==> config.mk <==
export PLATFORM = sky130hd
export DESIGN_NAME = shaped_pulse_seq
export DESIGN_NICKNAME = d
export VERILOG_FILES = /design/src/common/pulse_gate_pkg.sv /design/src/rtl/word_fifo.sv /design/src/rtl/step_timer.sv /design/src/rtl/shaped_pulse_seq.sv
export SDC_FILE = /design/constraint.sdc
export NUM_CORES = 1
export LEC_CHECK = 0
export BUFFER_PORTS_ARGS = -buffer_cell sky130_fd_sc_hd__buf_2
export CORE_ASPECT_RATIO = 0.7
export CORE_MARGIN = 5
export CORE_UTILIZATION = 65
export DETAILED_ROUTE_END_ITERATION = 8
export MAX_ROUTING_LAYER = met4
export PLACE_DENSITY = 0.95
export SLEW_MARGIN = 20
export SYNTH_ARGS = -nofsm -noshare
export SYNTH_HDL_FRONTEND = slang
export SYNTH_HIERARCHICAL = 1
export SYNTH_SLANG_ARGS = --single-unit
==> constraint.sdc <==
create_clock -name MCLK_IN -period 28.9 [get_ports MCLK_IN]
set_clock_uncertainty 0.05 [all_clocks]
set_input_delay 1.445 -clock MCLK_IN [delete_from_list [all_inputs] [get_ports MCLK_IN]]
set_output_delay 1.445 -clock MCLK_IN [all_outputs]
set_load 0.1 [all_outputs]
==> src/common/pulse_gate_pkg.sv <==
// Package: constants and types for the shaped RF pulse sequencer
package pulse_gate_pkg;

   // ==================================================================
   // Clock and widths
   // ==================================================================
   localparam int CLK_PERIOD_PS = 8000;
   localparam int CNT_W         = 32;
   localparam int DLY_W         = 16;
   localparam int STEP_W        = 16;
   localparam int ADDR_W        = 8;
   localparam int PHASE_W       = 8;
   localparam int SAMPLE_W      = 8;
   localparam int WORD_W        = 2 * SAMPLE_W;
   localparam int FIFO_DEPTH    = 16;

   typedef logic [CNT_W-1:0] cnt_t;

   // ==================================================================
   // Times in ns as printed, and their cycle counts
   // ==================================================================
   localparam int MIN_PULSE_NS     = 200;
   localparam int ACB_START_OVH_NS = 10750;
   localparam int ACB_END_OVH_NS   = 4300;
   localparam int OUT_START_OVH_NS = 10950;
   localparam int OUT_END_OVH_NS   = 4500;

   // Least times round up to whole cycles, never below one
   function automatic cnt_t ns_to_cyc(input int ns);
      int c;
      c = (ns * 1000 + CLK_PERIOD_PS - 1) / CLK_PERIOD_PS;
      return cnt_t'((c < 1) ? 1 : c);
   endfunction

   localparam cnt_t MIN_PULSE_CYC     = ns_to_cyc(MIN_PULSE_NS);
   localparam cnt_t ACB_START_OVH_CYC = ns_to_cyc(ACB_START_OVH_NS);
   localparam cnt_t ACB_END_OVH_CYC   = ns_to_cyc(ACB_END_OVH_NS);
   localparam cnt_t OUT_START_OVH_CYC = ns_to_cyc(OUT_START_OVH_NS);
   localparam cnt_t OUT_END_OVH_CYC   = ns_to_cyc(OUT_END_OVH_NS);

   localparam cnt_t CNT_ZERO = '0;
   localparam cnt_t CNT_ONE  = cnt_t'(1);

   // ==================================================================
   // Board variant and sequencer states
   // ==================================================================
   typedef enum logic {
      VAR_ACB = 1'b0,
      VAR_OUT = 1'b1
   } variant_t;

   // Gray codes along idle -> start -> pre -> pulse -> post -> end
   typedef enum logic [2:0] {
      ST_IDLE  = 3'h0,
      ST_START = 3'h1,
      ST_PRE   = 3'h3,
      ST_PULSE = 3'h2,
      ST_POST  = 3'h6,
      ST_END   = 3'h7
   } seq_state_t;

endpackage

==> src/rtl/word_fifo.sv <==
// Module: flip-flop FIFO with valid/ready on both sides
module word_fifo #(
   parameter int WIDTH = 16,
   parameter int DEPTH = 16
) (
   // Clock and reset
   input  wire logic             clk_in,
   input  wire logic             rst_b_in,
   // Filling side
   input  wire logic             s_valid_in,
   input  wire logic [WIDTH-1:0] s_data_in,
   output logic                  s_ready_out,
   // Draining side
   output logic                  m_valid_out,
   output logic [WIDTH-1:0]      m_data_out,
   input  wire logic             m_ready_in
);
   localparam int PTR_W = $clog2(DEPTH);
   localparam int CNT_W = $clog2(DEPTH + 1);
   localparam logic [CNT_W-1:0] FULL_CNT = CNT_W'(DEPTH);
   localparam logic [PTR_W-1:0] LAST_PTR = PTR_W'(DEPTH - 1);

   typedef struct packed {
      logic [DEPTH-1:0][WIDTH-1:0] mem;
      logic [PTR_W-1:0]            wptr;
      logic [PTR_W-1:0]            rptr;
      logic [CNT_W-1:0]            cnt;
      logic                        not_full;
   } fifo_st_t;

   fifo_st_t st_r;
   fifo_st_t st_nxt;
   logic     push;
   logic     pop;

   assign push        = s_valid_in && st_r.not_full;
   assign pop         = m_ready_in && (st_r.cnt != '0);
   assign s_ready_out = st_r.not_full;
   assign m_valid_out = (st_r.cnt != '0);
   assign m_data_out  = st_r.mem[st_r.rptr];

   always_comb begin
      st_nxt = st_r;
      if (push) begin
         st_nxt.mem[st_r.wptr] = s_data_in;
         st_nxt.wptr = (st_r.wptr == LAST_PTR) ? '0 : st_r.wptr + 1'b1;
      end
      if (pop) begin
         st_nxt.rptr = (st_r.rptr == LAST_PTR) ? '0 : st_r.rptr + 1'b1;
      end
      if (push && !pop) begin
         st_nxt.cnt = st_r.cnt + 1'b1;
      end else if (pop && !push) begin
         st_nxt.cnt = st_r.cnt - 1'b1;
      end
      st_nxt.not_full = (st_nxt.cnt != FULL_CNT);
   end

   always_ff @(posedge clk_in or negedge rst_b_in) begin
      if (!rst_b_in) begin
         st_r          <= '0;
         st_r.not_full <= 1'b1;
      end else begin
         st_r <= st_nxt;
      end
   end
endmodule // word_fifo

==> src/rtl/step_timer.sv <==
// Module: periodic step timer, one pulse every len cycles while running
module step_timer
   import pulse_gate_pkg::*;
(
   // Clock and reset
   input  wire logic              clk_in,
   input  wire logic              rst_b_in,
   // Control
   input  wire logic              run_in,
   input  wire logic [STEP_W-1:0] len_in,
   // Expiry pulse
   output logic                   expire_out
);
   typedef struct packed {
      logic [STEP_W-1:0] cnt;
      logic              expire;
   } tmr_st_t;

   tmr_st_t st_r;
   tmr_st_t st_nxt;

   assign expire_out = st_r.expire;

   always_comb begin
      st_nxt        = st_r;
      st_nxt.expire = 1'b0;
      if (!run_in) begin
         st_nxt.cnt = '0;
      // A length of zero behaves as one cycle per step
      end else if (st_r.cnt + 1'b1 >= len_in) begin
         st_nxt.cnt    = '0;
         st_nxt.expire = 1'b1;
      end else begin
         st_nxt.cnt = st_r.cnt + 1'b1;
      end
   end

   always_ff @(posedge clk_in or negedge rst_b_in) begin
      if (!rst_b_in) begin
         st_r <= '0;
      end else begin
         st_r <= st_nxt;
      end
   end
endmodule // step_timer

==> src/rtl/shaped_pulse_seq.sv <==
// Module: shaped RF pulse sequencer for the observe transmitter
module shaped_pulse_seq
   import pulse_gate_pkg::*;
(
   // Clock and reset
   input  wire logic                MCLK_IN,
   input  wire logic                RST_B_IN,
   // Pulse request
   input  wire logic                REQ_VALID_IN,
   output logic                     REQ_READY_OUT,
   input  wire logic [CNT_W-1:0]    REQ_WIDTH_IN,
   input  wire logic [DLY_W-1:0]    REQ_PRE_GATE_IN,
   input  wire logic [DLY_W-1:0]    REQ_POST_GATE_IN,
   input  wire logic [PHASE_W-1:0]  REQ_PHASE_IN,
   input  wire logic [ADDR_W-1:0]   REQ_SHAPE_ADDR_IN,
   input  wire logic [STEP_W-1:0]   REQ_STEP_IN,
   // Configuration
   input  wire logic                VARIANT_IN,
   input  wire logic                WFG_PRESENT_IN,
   // Table words for generator-less shaping
   input  wire logic                WORD_VALID_IN,
   input  wire logic [WORD_W-1:0]   WORD_DATA_IN,
   output logic                     WORD_READY_OUT,
   // Gating and shaping outputs
   output logic                     AMP_GATE_OUT,
   output logic                     TX_GATE_OUT,
   output logic [PHASE_W-1:0]       PHASE_OUT,
   output logic                     SHAPE_START_OUT,
   output logic [ADDR_W-1:0]        SHAPE_ADDR_OUT,
   output logic [SAMPLE_W-1:0]      ATTEN_OUT,
   output logic [SAMPLE_W-1:0]      FINE_PHASE_OUT,
   // Status
   output logic                     BUSY_OUT,
   output logic                     SKIPPED_OUT,
   output logic                     UNDERFLOW_OUT,
   input  wire logic                UNDERFLOW_CLR_IN
);

   // ==================================================================
   // Reset release
   // ==================================================================
   logic [1:0] rst_sync_r;
   logic       rst_b;

   always_ff @(posedge MCLK_IN or negedge RST_B_IN) begin
      if (!RST_B_IN) begin
         rst_sync_r <= 2'h0;
      end else begin
         rst_sync_r <= {rst_sync_r[0], 1'b1};
      end
   end
   assign rst_b = rst_sync_r[1];

   // ==================================================================
   // State
   // ==================================================================
   typedef struct packed {
      seq_state_t          state;
      cnt_t                cnt;
      cnt_t                width;
      logic [DLY_W-1:0]    pre;
      logic [DLY_W-1:0]    post;
      logic [PHASE_W-1:0]  phase_req;
      logic [ADDR_W-1:0]   addr_req;
      logic [STEP_W-1:0]   step;
      logic                wfg;
      variant_t            variant;
      logic                ready;
      logic                busy;
      logic                skipped;
      logic                amp_gate;
      logic                tx_gate;
      logic [PHASE_W-1:0]  phase;
      logic                shape_start;
      logic [ADDR_W-1:0]   shape_addr;
      logic [SAMPLE_W-1:0] atten;
      logic [SAMPLE_W-1:0] fine_phase;
      logic                underflow;
   } seq_st_t;

   seq_st_t st_r;
   seq_st_t st_nxt;

   // ==================================================================
   // Table word buffer and step timing
   // ==================================================================
   logic              word_valid;
   logic [WORD_W-1:0] word_data;
   logic              word_pop;
   logic              step_run;
   logic              step_expire;

   word_fifo #(
      .WIDTH (WORD_W),
      .DEPTH (FIFO_DEPTH)
   ) u_word_fifo (
      .clk_in      (MCLK_IN),
      .rst_b_in    (rst_b),
      .s_valid_in  (WORD_VALID_IN),
      .s_data_in   (WORD_DATA_IN),
      .s_ready_out (WORD_READY_OUT),
      .m_valid_out (word_valid),
      .m_data_out  (word_data),
      .m_ready_in  (word_pop)
   );

   // Runs only in table mode, while the transmitter gate is open
   assign step_run = (st_r.state == ST_PULSE) && !st_r.wfg;

   step_timer u_step_timer (
      .clk_in     (MCLK_IN),
      .rst_b_in   (rst_b),
      .run_in     (step_run),
      .len_in     (st_r.step),
      .expire_out (step_expire)
   );

   // ==================================================================
   // Overhead lookup by board variant
   // ==================================================================
   function automatic cnt_t start_ovh(input variant_t v);
      return (v == VAR_OUT) ? OUT_START_OVH_CYC
                            : ACB_START_OVH_CYC;
   endfunction

   function automatic cnt_t end_ovh(input variant_t v);
      return (v == VAR_OUT) ? OUT_END_OVH_CYC
                            : ACB_END_OVH_CYC;
   endfunction

   // ==================================================================
   // Sequencer
   // ==================================================================
   logic enter_pulse;
   logic step_now;
   logic uf_set;

   always_comb begin
      st_nxt             = st_r;
      st_nxt.skipped     = 1'b0;
      st_nxt.shape_start = 1'b0;
      enter_pulse        = 1'b0;
      step_now           = 1'b0;
      word_pop           = 1'b0;
      uf_set             = 1'b0;

      case (st_r.state)
         ST_IDLE: begin
            if (REQ_VALID_IN && st_r.ready) begin
               st_nxt.width     = REQ_WIDTH_IN;
               st_nxt.pre       = REQ_PRE_GATE_IN;
               st_nxt.post      = REQ_POST_GATE_IN;
               // Sampled per request, never a fixed value
               st_nxt.phase_req = REQ_PHASE_IN;
               st_nxt.addr_req  = REQ_SHAPE_ADDR_IN;
               st_nxt.step      = REQ_STEP_IN;
               st_nxt.wfg       = WFG_PRESENT_IN;
               st_nxt.variant   = variant_t'(VARIANT_IN);
               if (REQ_WIDTH_IN < MIN_PULSE_CYC) begin
                  // No gates and no overhead at all
                  st_nxt.skipped = 1'b1;
               end else begin
                  st_nxt.state = ST_START;
                  st_nxt.cnt   = start_ovh(variant_t'(VARIANT_IN))
                                 - CNT_ONE;
                  st_nxt.ready = 1'b0;
                  st_nxt.busy  = 1'b1;
               end
            end
         end

         ST_START: begin
            if (st_r.cnt == CNT_ZERO) begin
               st_nxt.amp_gate = 1'b1;
               // Phase moves as the pre-gate delay begins
               st_nxt.phase    = st_r.phase_req;
               if (st_r.pre == '0) begin
                  enter_pulse = 1'b1;
               end else begin
                  st_nxt.state = ST_PRE;
                  st_nxt.cnt   = cnt_t'(st_r.pre) - CNT_ONE;
               end
            end else begin
               st_nxt.cnt = st_r.cnt - CNT_ONE;
            end
         end

         ST_PRE: begin
            if (st_r.cnt == CNT_ZERO) begin
               enter_pulse = 1'b1;
            end else begin
               st_nxt.cnt = st_r.cnt - CNT_ONE;
            end
         end

         ST_PULSE: begin
            step_now = step_expire;
            if (st_r.cnt == CNT_ZERO) begin
               st_nxt.tx_gate = 1'b0;
               step_now       = 1'b0;
               if (st_r.post == '0) begin
                  st_nxt.amp_gate = 1'b0;
                  st_nxt.state    = ST_END;
                  st_nxt.cnt      = end_ovh(st_r.variant) - CNT_ONE;
               end else begin
                  st_nxt.state = ST_POST;
                  st_nxt.cnt   = cnt_t'(st_r.post) - CNT_ONE;
               end
            end else begin
               st_nxt.cnt = st_r.cnt - CNT_ONE;
            end
         end

         ST_POST: begin
            if (st_r.cnt == CNT_ZERO) begin
               st_nxt.amp_gate = 1'b0;
               st_nxt.state    = ST_END;
               st_nxt.cnt      = end_ovh(st_r.variant) - CNT_ONE;
            end else begin
               st_nxt.cnt = st_r.cnt - CNT_ONE;
            end
         end

         ST_END: begin
            if (st_r.cnt == CNT_ZERO) begin
               st_nxt.state = ST_IDLE;
               st_nxt.ready = 1'b1;
               st_nxt.busy  = 1'b0;
            end else begin
               st_nxt.cnt = st_r.cnt - CNT_ONE;
            end
         end

         default: begin
            st_nxt.state    = ST_IDLE;
            st_nxt.ready    = 1'b1;
            st_nxt.busy     = 1'b0;
            st_nxt.amp_gate = 1'b0;
            st_nxt.tx_gate  = 1'b0;
         end
      endcase

      // Opening the transmitter gate for the requested width
      if (enter_pulse) begin
         st_nxt.state   = ST_PULSE;
         st_nxt.tx_gate = 1'b1;
         st_nxt.cnt     = st_r.width - CNT_ONE;
         if (st_r.wfg) begin
            // Shape already resides in generator memory
            st_nxt.shape_start = 1'b1;
            st_nxt.shape_addr  = st_r.addr_req;
         end else begin
            step_now = 1'b1;
         end
      end

      // Table-driven shaping: one word per step
      if (step_now && !st_r.wfg) begin
         if (word_valid) begin
            word_pop          = 1'b1;
            st_nxt.atten      = word_data[WORD_W-1:SAMPLE_W];
            st_nxt.fine_phase = word_data[SAMPLE_W-1:0];
         end else begin
            // Word due but buffer dry: previous values held
            uf_set = 1'b1;
         end
      end

      // Sticky; a new underflow beats a clear in the same cycle
      st_nxt.underflow = (st_r.underflow && !UNDERFLOW_CLR_IN)
                         || uf_set;
   end

   always_ff @(posedge MCLK_IN or negedge rst_b) begin
      if (!rst_b) begin
         st_r       <= '0;
         st_r.state <= ST_IDLE;
         st_r.ready <= 1'b1;
      end else begin
         st_r <= st_nxt;
      end
   end

   // ==================================================================
   // Outputs, all from the state register
   // ==================================================================
   assign REQ_READY_OUT   = st_r.ready;
   assign AMP_GATE_OUT    = st_r.amp_gate;
   assign TX_GATE_OUT     = st_r.tx_gate;
   assign PHASE_OUT       = st_r.phase;
   assign SHAPE_START_OUT = st_r.shape_start;
   assign SHAPE_ADDR_OUT  = st_r.shape_addr;
   assign ATTEN_OUT       = st_r.atten;
   assign FINE_PHASE_OUT  = st_r.fine_phase;
   assign BUSY_OUT        = st_r.busy;
   assign SKIPPED_OUT     = st_r.skipped;
   assign UNDERFLOW_OUT   = st_r.underflow;

endmodule // shaped_pulse_seq

==> flow_summary.json, run 1 <==
{
  "whs_ns": 0.128,
  "period_minus_slack_ns": 5.20,
  "regArea_sq_um": 11500,
  "fmax_mhz": 192,
  "vias_per_cell": 6.90,
  "mostFrequentLayoutCell": "dfrtp_1",
  "slew_violations": 0,
  "coreArea_sq_um": 35700,
  "clkSinkCount": 461,
  "p_leak_nw": 11.4,
  "numCtsBuffers": 45,
  "drt-initial-drc-count": 2432,
  "cts_tree": "yes",
  "drive_above_1_share": 0.375,
  "fill_cells": 2154,
  "io_pins": 159,
  "cts_buffer_depth": 3,
  "post-route-util": 0.728,
  "ys_warn_count": 6,
  "dr_total_vias": 17200,
  "cp.arrival_ns": 5.62,
  "dieWidth_um": 237,
  "die_h_um": 169,
  "required_ns": 29.31,
  "syn_to_final_growth_pct": 11.2,
  "placed_area_sq_um": 24300,
  "antenna_found_initial": 4,
  "cts_htree_levels": 2,
  "cp-start-kind": "flip-flop",
  "crit_path_end_kind": "flip-flop",
  "clk_pin_slew_worst_paths_ns": 0.07,
  "synth_nets": 2020,
  "grt_pass1_vias": 17500,
  "outcome": "finished, final reports clean",
  "stdcell_area_sq_um": 26000,
  "place_ws_ns": 24.01,
  "synth.avg_cell_area_sq_um": 12.5,
  "synth-seq-cells": 461,
  "vdd_drop_max_mv": 0.0511,
  "synthCells": 1871,
  "initial_core_util": 0.654,
  "maxCapViolCount": 0,
  "synth_edf_count": 0,
  "grtUsageTotal": 0.327,
  "post_cts_buffers": 0,
  "postRouteAntennaNets": 0,
  "worstPathMaxFanout": 19,
  "ys_dominant_reg_cell": "dfrtp_1",
  "r2r_cells": 11,
  "grt_pass1_wl_um": 101000,
  "cts_resized": 0,
  "rsz0062_at_grt": "no",
  "final_cell_mix": "dfrtp_1, mux2_2, buf_2",
  "yosysSeqAreaShare": 0.494,
  "holdBufCountCts": 0,
  "synthesis.area_sq_um": 23400,
  "min_period_over_period": 0.180,
  "grt_max_degree": 203,
  "p_per_area_nw_per_um2": 105,
  "async_reset_ff_frac": 1.00,
  "drt_first_pass_iters": 6,
  "critPathKind": "flip-flop to flip-flop",
  "worstMarginPinSlew_ns": 1.22,
  "wire_per_inst_um": 25.8,
  "synth.distinct_cells": 91,
  "io_buffers": 158,
  "drc": 0,
  "finalHoldViolCount": 0,
  "grt_overflow": 0,
  "num_rows": 58,
  "clk_latency_ns": 0.57,
  "fin_ws_ns": 23.70,
  "place_congestion": 1.01,
  "maxSlewHeadroom": 0.186,
  "wl_um": 64200,
  "final_nets": 2116,
  "dp_hpwl_um": 42000,
  "fin_tns_setup_ns": 0,
  "root_buffer": "clkbuf_16",
  "die_area_sq_um": 39900,
  "finalSetupViolCount": 0,
  "multi_input_area_sq_um": 11000,
  "hp-class": "flip-flop to asynchronous set/reset pin"
}
## per-stage QoR
step,cells,power (mW)
6_report,2486,2.73
5_1_grt,2486,2.84
4_1_cts,2481,2.70
3_5_place_dp,2399,2.03
3_3_place_gp,2399,1.93
2_1_floorplan,1871,1.77
## worst max-delay path: stages, from the launching register on
cell	delay, ns
dfrtp_1	0.42
nor3_1	0.75
nand4_2	0.27
nor3_4	0.62
nand2_1	0.64
a21oi_2	0.36
nand2_2	0.30
inv_1	0.36
and2_0	0.44
xnor2_1	0.18
a2111o_1	0.30
or4_1	0.40
## routing by layer
layer,up-vias,share of wire,wire length (um),global-route usage
met5,-,0,0,-
met4,0,0.041,2600,0.123
met3,255,0.12,7550,0.0871
met2,1197,0.46,29400,0.488
met1,8619,0.38,24600,0.439
li1,7079,-,-,-
## final cells by class
| class | instances | area share |
|---|---|---|
| flip-flops and latches | 461 | 0.445 |
| multi-input cells | 1231 | 0.423 |
| clock buffers | 63 | 0.0526 |
| repair buffers | 185 | 0.0399 |
| well taps | 480 | 0.0231 |
| clock inverters | 19 | 0.0106 |
| inverters | 43 | 0.00621 |
| diodes | 4 | 0.000385 |
## cell families after synthesis
kind of cell,after synthesis,synth area share
compound gates,242,0.0702
xor+xnor,82,0.0307
fa+ha+maj,32,0.0169
buf+inv,179,0.0374
flops,461,0.494
mux,460,0.252
other cells,1,0.000160
simple gates,414,0.0992
## worst paths after layout
kind / from / endpoint / slack, ns
max: st_r[148]$_DFFE_PN0P_ / u_word_fifo/s_ready_out$_DFF_PN1_ / 23.70
min: rst_sync_r[1]$_DFF_PN0_ / st_r[48]$_DFFE_PN0P_ / 0.13
max reg2reg: st_r[148]$_DFFE_PN0P_ / u_word_fifo/s_ready_out$_DFF_PN1_ / 23.70
min reg2reg: rst_sync_r[1]$_DFF_PN0_ / st_r[48]$_DFFE_PN0P_ / 0.13
max in group asynchronous: rst_sync_r[1]$_DFF_PN0_ / u_word_fifo/st_r[146]$_DFFE_PN0P_ / 26.63
min in group MCLK_IN: rst_sync_r[0]$_DFF_PN0_ / rst_sync_r[1]$_DFF_PN0_ / 0.32
## registers in the layout, indices dropped and copies added, names as in the netlist
name / count
UNDERFLOW_OUT: 1
u_word_fifo/st_r: 269
u_step_timer/st_r: 16
FINE_PHASE_OUT: 8
REQ_READY_OUT: 1
PHASE_OUT: 8
u_word_fifo/s_ready_out: 1
SHAPE_ADDR_OUT: 8
u_step_timer/expire_out: 1
TX_GATE_OUT: 1
ATTEN_OUT: 8
rst_sync_r: 2
BUSY_OUT: 1
SKIPPED_OUT: 1
AMP_GATE_OUT: 1
SHAPE_START_OUT: 1
st_r: 133
## Yosys cell counts, types with 8 or more instances
| cell type | instances | area [sq um] |
|---|---|---|
| xor2_1 | 33 | 289 |
| nand4_1 | 20 | 125 |
| o211ai_1 | 9 | 67.6 |
| clkbuf_1 | 59 | 221 |
| dfrtp_1 | 459 | 11500 |
| nand2_1 | 76 | 285 |
| o21ai_0 | 51 | 255 |
| xnor2_1 | 49 | 429 |
| or4_1 | 13 | 97.6 |
| and2_1 | 10 | 62.6 |
| o21ai_1 | 11 | 55.1 |
| mux2_2 | 379 | 4270 |
| nand3_1 | 30 | 150 |
| nor4_1 | 24 | 150 |
| nor2_1 | 90 | 338 |
| a21oi_1 | 53 | 265 |
| buf_2 | 36 | 180 |
| a21o_1 | 10 | 75.1 |
| nor3b_1 | 20 | 150 |
| nor3_1 | 43 | 215 |
| o22ai_1 | 8 | 50.1 |
| inv_1 | 42 | 158 |
| a211oi_1 | 26 | 195 |
| o31ai_1 | 9 | 67.6 |
| buf_4 | 35 | 263 |
| mux4_2 | 64 | 1440 |
| mux2i_1 | 17 | 170 |
| ha_1 | 30 | 375 |
| nor2b_1 | 19 | 119 |
| or3_1 | 17 | 106 |
| a31oi_1 | 10 | 62.6 |
## power by group
| part | switching (mW) | internal [mW] |
|---|---|---|
| clock network | 0.262 | 0.385 |
| registers | 0.248 | 0.919 |
| logic | 0.461 | 0.452 |
| total | 0.971 | 1.76 |
Note: power is estimated with default switching activity, not from simulation.
==> run 2: changes to the inputs <==
--- a/config.mk
+++ b/config.mk
@@ -8,10 +8,10 @@
 export BUFFER_PORTS_ARGS = -buffer_cell sky130_fd_sc_hd__buf_2
 export CORE_ASPECT_RATIO = 0.7
 export CORE_MARGIN = 5
-export CORE_UTILIZATION = 65
+export CORE_UTILIZATION = 61
 export DETAILED_ROUTE_END_ITERATION = 8
 export MAX_ROUTING_LAYER = met4
-export PLACE_DENSITY = 0.95
+export PLACE_DENSITY = 0.9
 export SLEW_MARGIN = 20
 export SYNTH_ARGS = -nofsm -noshare
 export SYNTH_HDL_FRONTEND = slang
==> constraint.sdc (replaced) <==
create_clock -name MCLK_IN -period 5.2 [get_ports MCLK_IN]
set_clock_uncertainty 0.05 [all_clocks]
set_input_delay 0.26 -clock MCLK_IN [delete_from_list [all_inputs] [get_ports MCLK_IN]]
set_output_delay 0.26 -clock MCLK_IN [all_outputs]
set_load 0.1 [all_outputs]
==> flow_summary.json, run 2 (synthesis gave the netlist of run 1 again) <==
{
  "fmax_mhz": 228,
  "syn_to_final_growth_pct": 14.9,
  "finalHoldViolCount": 0,
  "slowest_stage": "nor4b_1",
  "postRouteAntennaNets": 0,
  "maxCapViolCount": 0,
  "die_h_um": 174,
  "post_cts_buffers": 0,
  "crit_buf_inv": 3,
  "num_rows": 60,
  "clk_latency_ns": 0.57,
  "grt_use_met3": 0.0734,
  "io_buffers": 158,
  "drc": 0,
  "busiest_layer": "met2",
  "cp-start-kind": "flip-flop",
  "cp_top_family": "simple AND/OR/NAND/NOR gates",
  "cpMostUsedCell": "inv_1",
  "dp_cells": 2418,
  "place_ws_ns": 0.965,
  "required_ns": 5.62,
  "initial_core_util": 0.613,
  "cts_buffer_depth": 3,
  "wl_um": 64500,
  "coreArea_sq_um": 38100,
  "root_buffer": "clkbuf_16",
  "vdd_drop_max_mv": 0.339,
  "grt_max_degree": 174,
  "final_cells": 2603,
  "hp-class": "input pin to flip-flop",
  "largest_register_ffs": 269,
  "p_per_area_nw_per_um2": 551,
  "critPathKind": "flip-flop to flip-flop",
  "rsz0062_at_grt": "no",
  "drt_first_pass_iters": 6,
  "reg_top3": "u_word_fifo/st_r (269), st_r (133), u_step_timer/st_r (16)",
  "outcome": "finished, final reports clean",
  "grtUsageTotal": 0.312,
  "whs_ns": 0.0747,
  "clk_pin_slew_worst_paths_ns": 0.06,
  "fin_ws_ns": 0.820,
  "mostFrequentLayoutCell": "dfrtp_1",
  "power_mw": 14.8,
  "min_period_over_period": 0.842,
  "place_congestion": 0.944,
  "drive_above_1_share": 0.353,
  "grt_pass1_vias": 17800,
  "antenna_found_initial": 3,
  "regMostFlops": "u_word_fifo/st_r",
  "holdBufCountCts": 101,
  "die_area_sq_um": 42400,
  "io_pins": 159,
  "final_cell_mix": "dfrtp_1, mux2_2, buf_2",
  "cts_resized": 0,
  "worstMarginPinSlew_ns": 1.26,
  "p_leak_nw": 11.7,
  "cp.arrival_ns": 4.80,
  "grt_overflow": 0,
  "dieWidth_um": 244,
  "worstPathMaxFanout": 19,
  "numCtsBuffers": 45,
  "dr_total_vias": 16900,
  "slowest_delay_ns": 0.46,
  "finalSetupViolCount": 0,
  "met1_usage": 0.428,
  "grt_pass1_wl_um": 102000,
  "cts_tree": "yes",
  "final_nets": 2219,
  "cts_htree_levels": 2,
  "vias_per_cell": 6.50,
  "maxSlewHeadroom": 0.159,
  "path_cells": "inv_1, ha_1, nor4b_1, nand4_2, nor3_4, buf_4, nand2_1, a21oi_2, nand2_2, inv_1, and2_0, xnor2_1, a2111o_1, or4_1",
  "period_minus_slack_ns": 4.38,
  "wire_per_inst_um": 24.8,
  "crit_path_end_kind": "flip-flop",
  "use_met2": 0.467,
  "slew_violations": 0,
  "fin_tns_setup_ns": 0,
  "dp_hpwl_um": 41500,
  "clkSinkCount": 461,
  "fill_cells": 2438,
  "drt-initial-drc-count": 2012
}
run 2: tightest hold or removal path: cells and delay by family:
kind	cells	cell delay (ns)
simple gates	1	0.16
buf+inv	1	0.11
compound gates	1	0.11
run 2: final timing paths:
check                                             start                           endpoint  slack [ns]  cells after the start
worst max-delay path              st_r[137]$_DFFE_PN0P_  u_word_fifo/s_ready_out$_DFF_PN1_        0.82                     14
worst min-delay path                      WORD_VALID_IN   u_word_fifo/st_r[13]$_DFFE_PN0P_        0.07                      3
worst max register to register    st_r[137]$_DFFE_PN0P_  u_word_fifo/s_ready_out$_DFF_PN1_        0.82                     14
worst min register to register  rst_sync_r[1]$_DFF_PN0_  u_word_fifo/st_r[265]$_DFFE_PN0P_        0.29                      0
max in group asynchronous       rst_sync_r[1]$_DFF_PN0_              st_r[120]$_DFFE_PN0P_        3.45                      1
min in group asynchronous       rst_sync_r[1]$_DFF_PN0_  u_word_fifo/st_r[265]$_DFFE_PN0P_        0.29                      0
run 2: stage by stage:
stage	util	instance area (sq um)
6_report	0.704	26800
5_1_grt	0.704	26800
4_1_cts	0.703	26800
3_5_place_dp	0.639	24400
3_3_place_gp	0.639	24400
2_1_floorplan	-	23400
run 2: area by class of cell:
| class | instances | area (sq um) | share of cell area |
|---|---|---|---|
| clock buffers | 64 | 1280 | 0.0476 |
| diodes | 5 | 12.5 | 0.000466 |
| flip-flops and latches | 461 | 11500 | 0.430 |
| inverters | 43 | 161 | 0.00601 |
| multi-input cells | 1231 | 11000 | 0.409 |
| clock inverters | 15 | 184 | 0.00685 |
| well taps | 496 | 621 | 0.0231 |
| repair buffers | 288 | 2070 | 0.0771 |
run 2: where the power goes:
| group | switching, mW | internal [mW] | leakage, nW |
|---|---|---|---|
| registers | 1.31 | 5.11 | 5.82 |
| logic | 2.51 | 2.56 | 5.16 |
| clock network | 1.42 | 1.87 | 0.725 |
| total | 5.25 | 9.54 | 11.7 |
run 2: routing by layer:
metal / part of all wire / vias up
met5: 0 / -
met2: 0.46 / 882
li1: - / 7263
met1: 0.41 / 8603
met4: 0.034 / 0
met3: 0.091 / 178
==> run 3: changes to the inputs <==
--- a/config.mk
+++ b/config.mk
@@ -8,10 +8,10 @@
 export BUFFER_PORTS_ARGS = -buffer_cell sky130_fd_sc_hd__buf_2
 export CORE_ASPECT_RATIO = 0.7
 export CORE_MARGIN = 5
-export CORE_UTILIZATION = 61
+export CORE_UTILIZATION = 55
 export DETAILED_ROUTE_END_ITERATION = 8
 export MAX_ROUTING_LAYER = met4
-export PLACE_DENSITY = 0.9
+export PLACE_DENSITY = 0.86
 export SLEW_MARGIN = 20
 export SYNTH_ARGS = -nofsm -noshare
 export SYNTH_HDL_FRONTEND = slang
==> constraint.sdc (replaced) <==
create_clock -name MCLK_IN -period 3.9 [get_ports MCLK_IN]
set_clock_uncertainty 0.05 [all_clocks]
set_input_delay 0.195 -clock MCLK_IN [delete_from_list [all_inputs] [get_ports MCLK_IN]]
set_output_delay 0.195 -clock MCLK_IN [all_outputs]
set_load 0.1 [all_outputs]
==> flow_summary.json, run 3 (synthesis gave the netlist of run 1 again) <==
{
  "place_congestion": 0.948,
  "critPathKind": "flip-flop to flip-flop",
  "cts_buffer_depth": 3,
  "drc": 0,
  "postRouteAntennaNets": 0,
  "p_leak_nw": 11.9,
  "drt_first_pass_iters": 5,
  "clkSinkCount": 461,
  "grt_pass1_wl_um": 102000,
  "syn_to_final_growth_pct": 16.5,
  "cts_tree": "yes",
  "hp-class": "input pin to flip-flop",
  "dieWidth_um": 256,
  "final_nets": 2248,
  "dp_hpwl_um": 42400,
  "io_pins": 159,
  "cts_htree_levels": 2,
  "cp-start-kind": "flip-flop",
  "largest_register_ffs": 269,
  "dp_cells": 2503,
  "regArea_sq_um": 11500,
  "num_rows": 63,
  "post_cts_buffers": 0,
  "drive_above_1_share": 0.362,
  "root_buffer": "clkbuf_16",
  "io_buffers": 158,
  "grt_pass1_vias": 17800,
  "reg_top3": "u_word_fifo/st_r (269), st_r (133), u_step_timer/st_r (16)",
  "slowest_stage": "nor4_1",
  "slew_violations": 0,
  "drt-initial-drc-count": 1785,
  "final_cells": 2692,
  "period_minus_slack_ns": 3.63,
  "fill_cells": 2910,
  "min_period_over_period": 0.932,
  "coreArea_sq_um": 42200,
  "rsz0062_at_grt": "no",
  "maxCapViolCount": 0,
  "finalSetupViolCount": 0,
  "vias_per_cell": 6.29,
  "multi_input_area_sq_um": 11000,
  "antenna_found_initial": 4,
  "wire_per_inst_um": 23.7,
  "initial_core_util": 0.554,
  "rrSetupSlack_ns": 0.27,
  "numCtsBuffers": 45,
  "cp.arrival_ns": 4.04,
  "power_mw": 19.8,
  "fin_tns_setup_ns": 0,
  "path_cells": "nor4_1, nand4_1, o41ai_1, nand2_1, a21oi_2, nand2_2, inv_1, and2_1, xnor2_1, a2111o_1, or4_1",
  "slowest_delay_ns": 0.48,
  "grt_max_degree": 113,
  "clk_pin_slew_worst_paths_ns": 0.06,
  "maxSlewHeadroom": 0.379,
  "dr_total_vias": 16900,
  "wl_um": 63900,
  "final_cell_mix": "dfrtp_1, mux2_2, buf_2",
  "whs_ns": 0.0250,
  "mostFrequentLayoutCell": "dfrtp_1",
  "finalHoldViolCount": 0,
  "grt_overflow": 0,
  "vdd_drop_max_mv": 0.448,
  "worstPathMaxFanout": 7,
  "regMostFlops": "u_word_fifo/st_r",
  "die_h_um": 182,
  "p_per_area_nw_per_um2": 727,
  "die_area_sq_um": 46800,
  "clk_latency_ns": 0.57,
  "worstMarginPinSlew_ns": 0.925,
  "grtUsageTotal": 0.281,
  "required_ns": 4.31,
  "crit_path_end_kind": "flip-flop",
  "fmax_mhz": 275,
  "outcome": "finished, final reports clean"
}
-- run 3: cell count changes in the layout (fill, tap and decap cells not counted), moves of 2 or more --
cell,change
clkbuf_8,+6
clkinvlp_4,+2
buf_12,+3
buf_4,+26
clkinv_2,-3
and2_1,+2
-- run 3: final cells by class --
cell class | instances | share of cell area
Timing Repair Buffer | 317 | 0.0854
Clock buffer | 70 | 0.0500
Antenna cell | 5 | 0.000460
Sequential cell | 461 | 0.424
Multi-Input combinational cell | 1231 | 0.403
Clock inverter | 13 | 0.00561
Tap cell | 552 | 0.0254
Inverter | 43 | 0.00593
-- run 3: report_power, final --
part           leakage [nW]  total, mW  switching [mW]  internal [mW]
registers              5.82       8.48            1.67           6.81
clock network         0.741       4.46            1.91           2.55
logic                  5.31       6.84            3.36           3.48
-- run 3: worst paths after layout --
path	startpoint	to	cells past startpoint
max	st_r[95]$_DFFE_PN0P_	u_word_fifo/s_ready_out$_DFF_PN1_	11
max reg2reg	st_r[95]$_DFFE_PN0P_	u_word_fifo/s_ready_out$_DFF_PN1_	11
min in group asynchronous	rst_sync_r[1]$_DFF_PN0_	u_word_fifo/st_r[26]$_DFFE_PN0P_	0
max in group asynchronous	rst_sync_r[1]$_DFF_PN0_	u_word_fifo/st_r[155]$_DFFE_PN0P_	1
min reg2reg	rst_sync_r[1]$_DFF_PN0_	u_word_fifo/st_r[26]$_DFFE_PN0P_	0
min	REQ_VALID_IN	st_r[170]$_DFFE_PN0P_	4
-- run 3: through the flow --
stage | instance area (sq um) | utilization | setup WS [ns]
3_5_place_dp | 24700 | 0.585 | 0.214
6_report | 27200 | 0.645 | 0.265
3_3_place_gp | 24700 | 0.585 | 0.274
5_1_grt | 27200 | 0.645 | 0.0446
2_1_floorplan | 23400 | - | -0.655
4_1_cts | 27200 | 0.645 | 0.207
-- run 3: worst max-delay path: cells and delay by family, from the launching register on --
kind                   cells  cell delay (ns)
AND/OR/NAND/NOR            6             1.72
AO/OA/AOI/OAI              3             0.96
flip-flops                 1             0.46
buffers and inverters      1             0.22
XOR/XNOR                   1             0.13
-- run 3: timing repair --
| item | in CTS | in global routing |
|---|---|---|
| setup endpoints to repair | 0 | 3 |
| endpoints found under the hold margin | 102 | 0 |
| hold buffers | 101 | 0 |
| resized for setup | 0 | 2 |
-- run 3: layer usage --
| metal | share of wire | vias to the layer above | global-route usage |
|---|---|---|---|
| met1 | 0.41 | 8679 | 0.378 |
| li1 | - | 7335 | - |
| met3 | 0.087 | 122 | 0.0669 |
| met4 | 0.028 | 0 | 0.0781 |
| met2 | 0.47 | 802 | 0.436 |
| met5 | 0 | - | - |
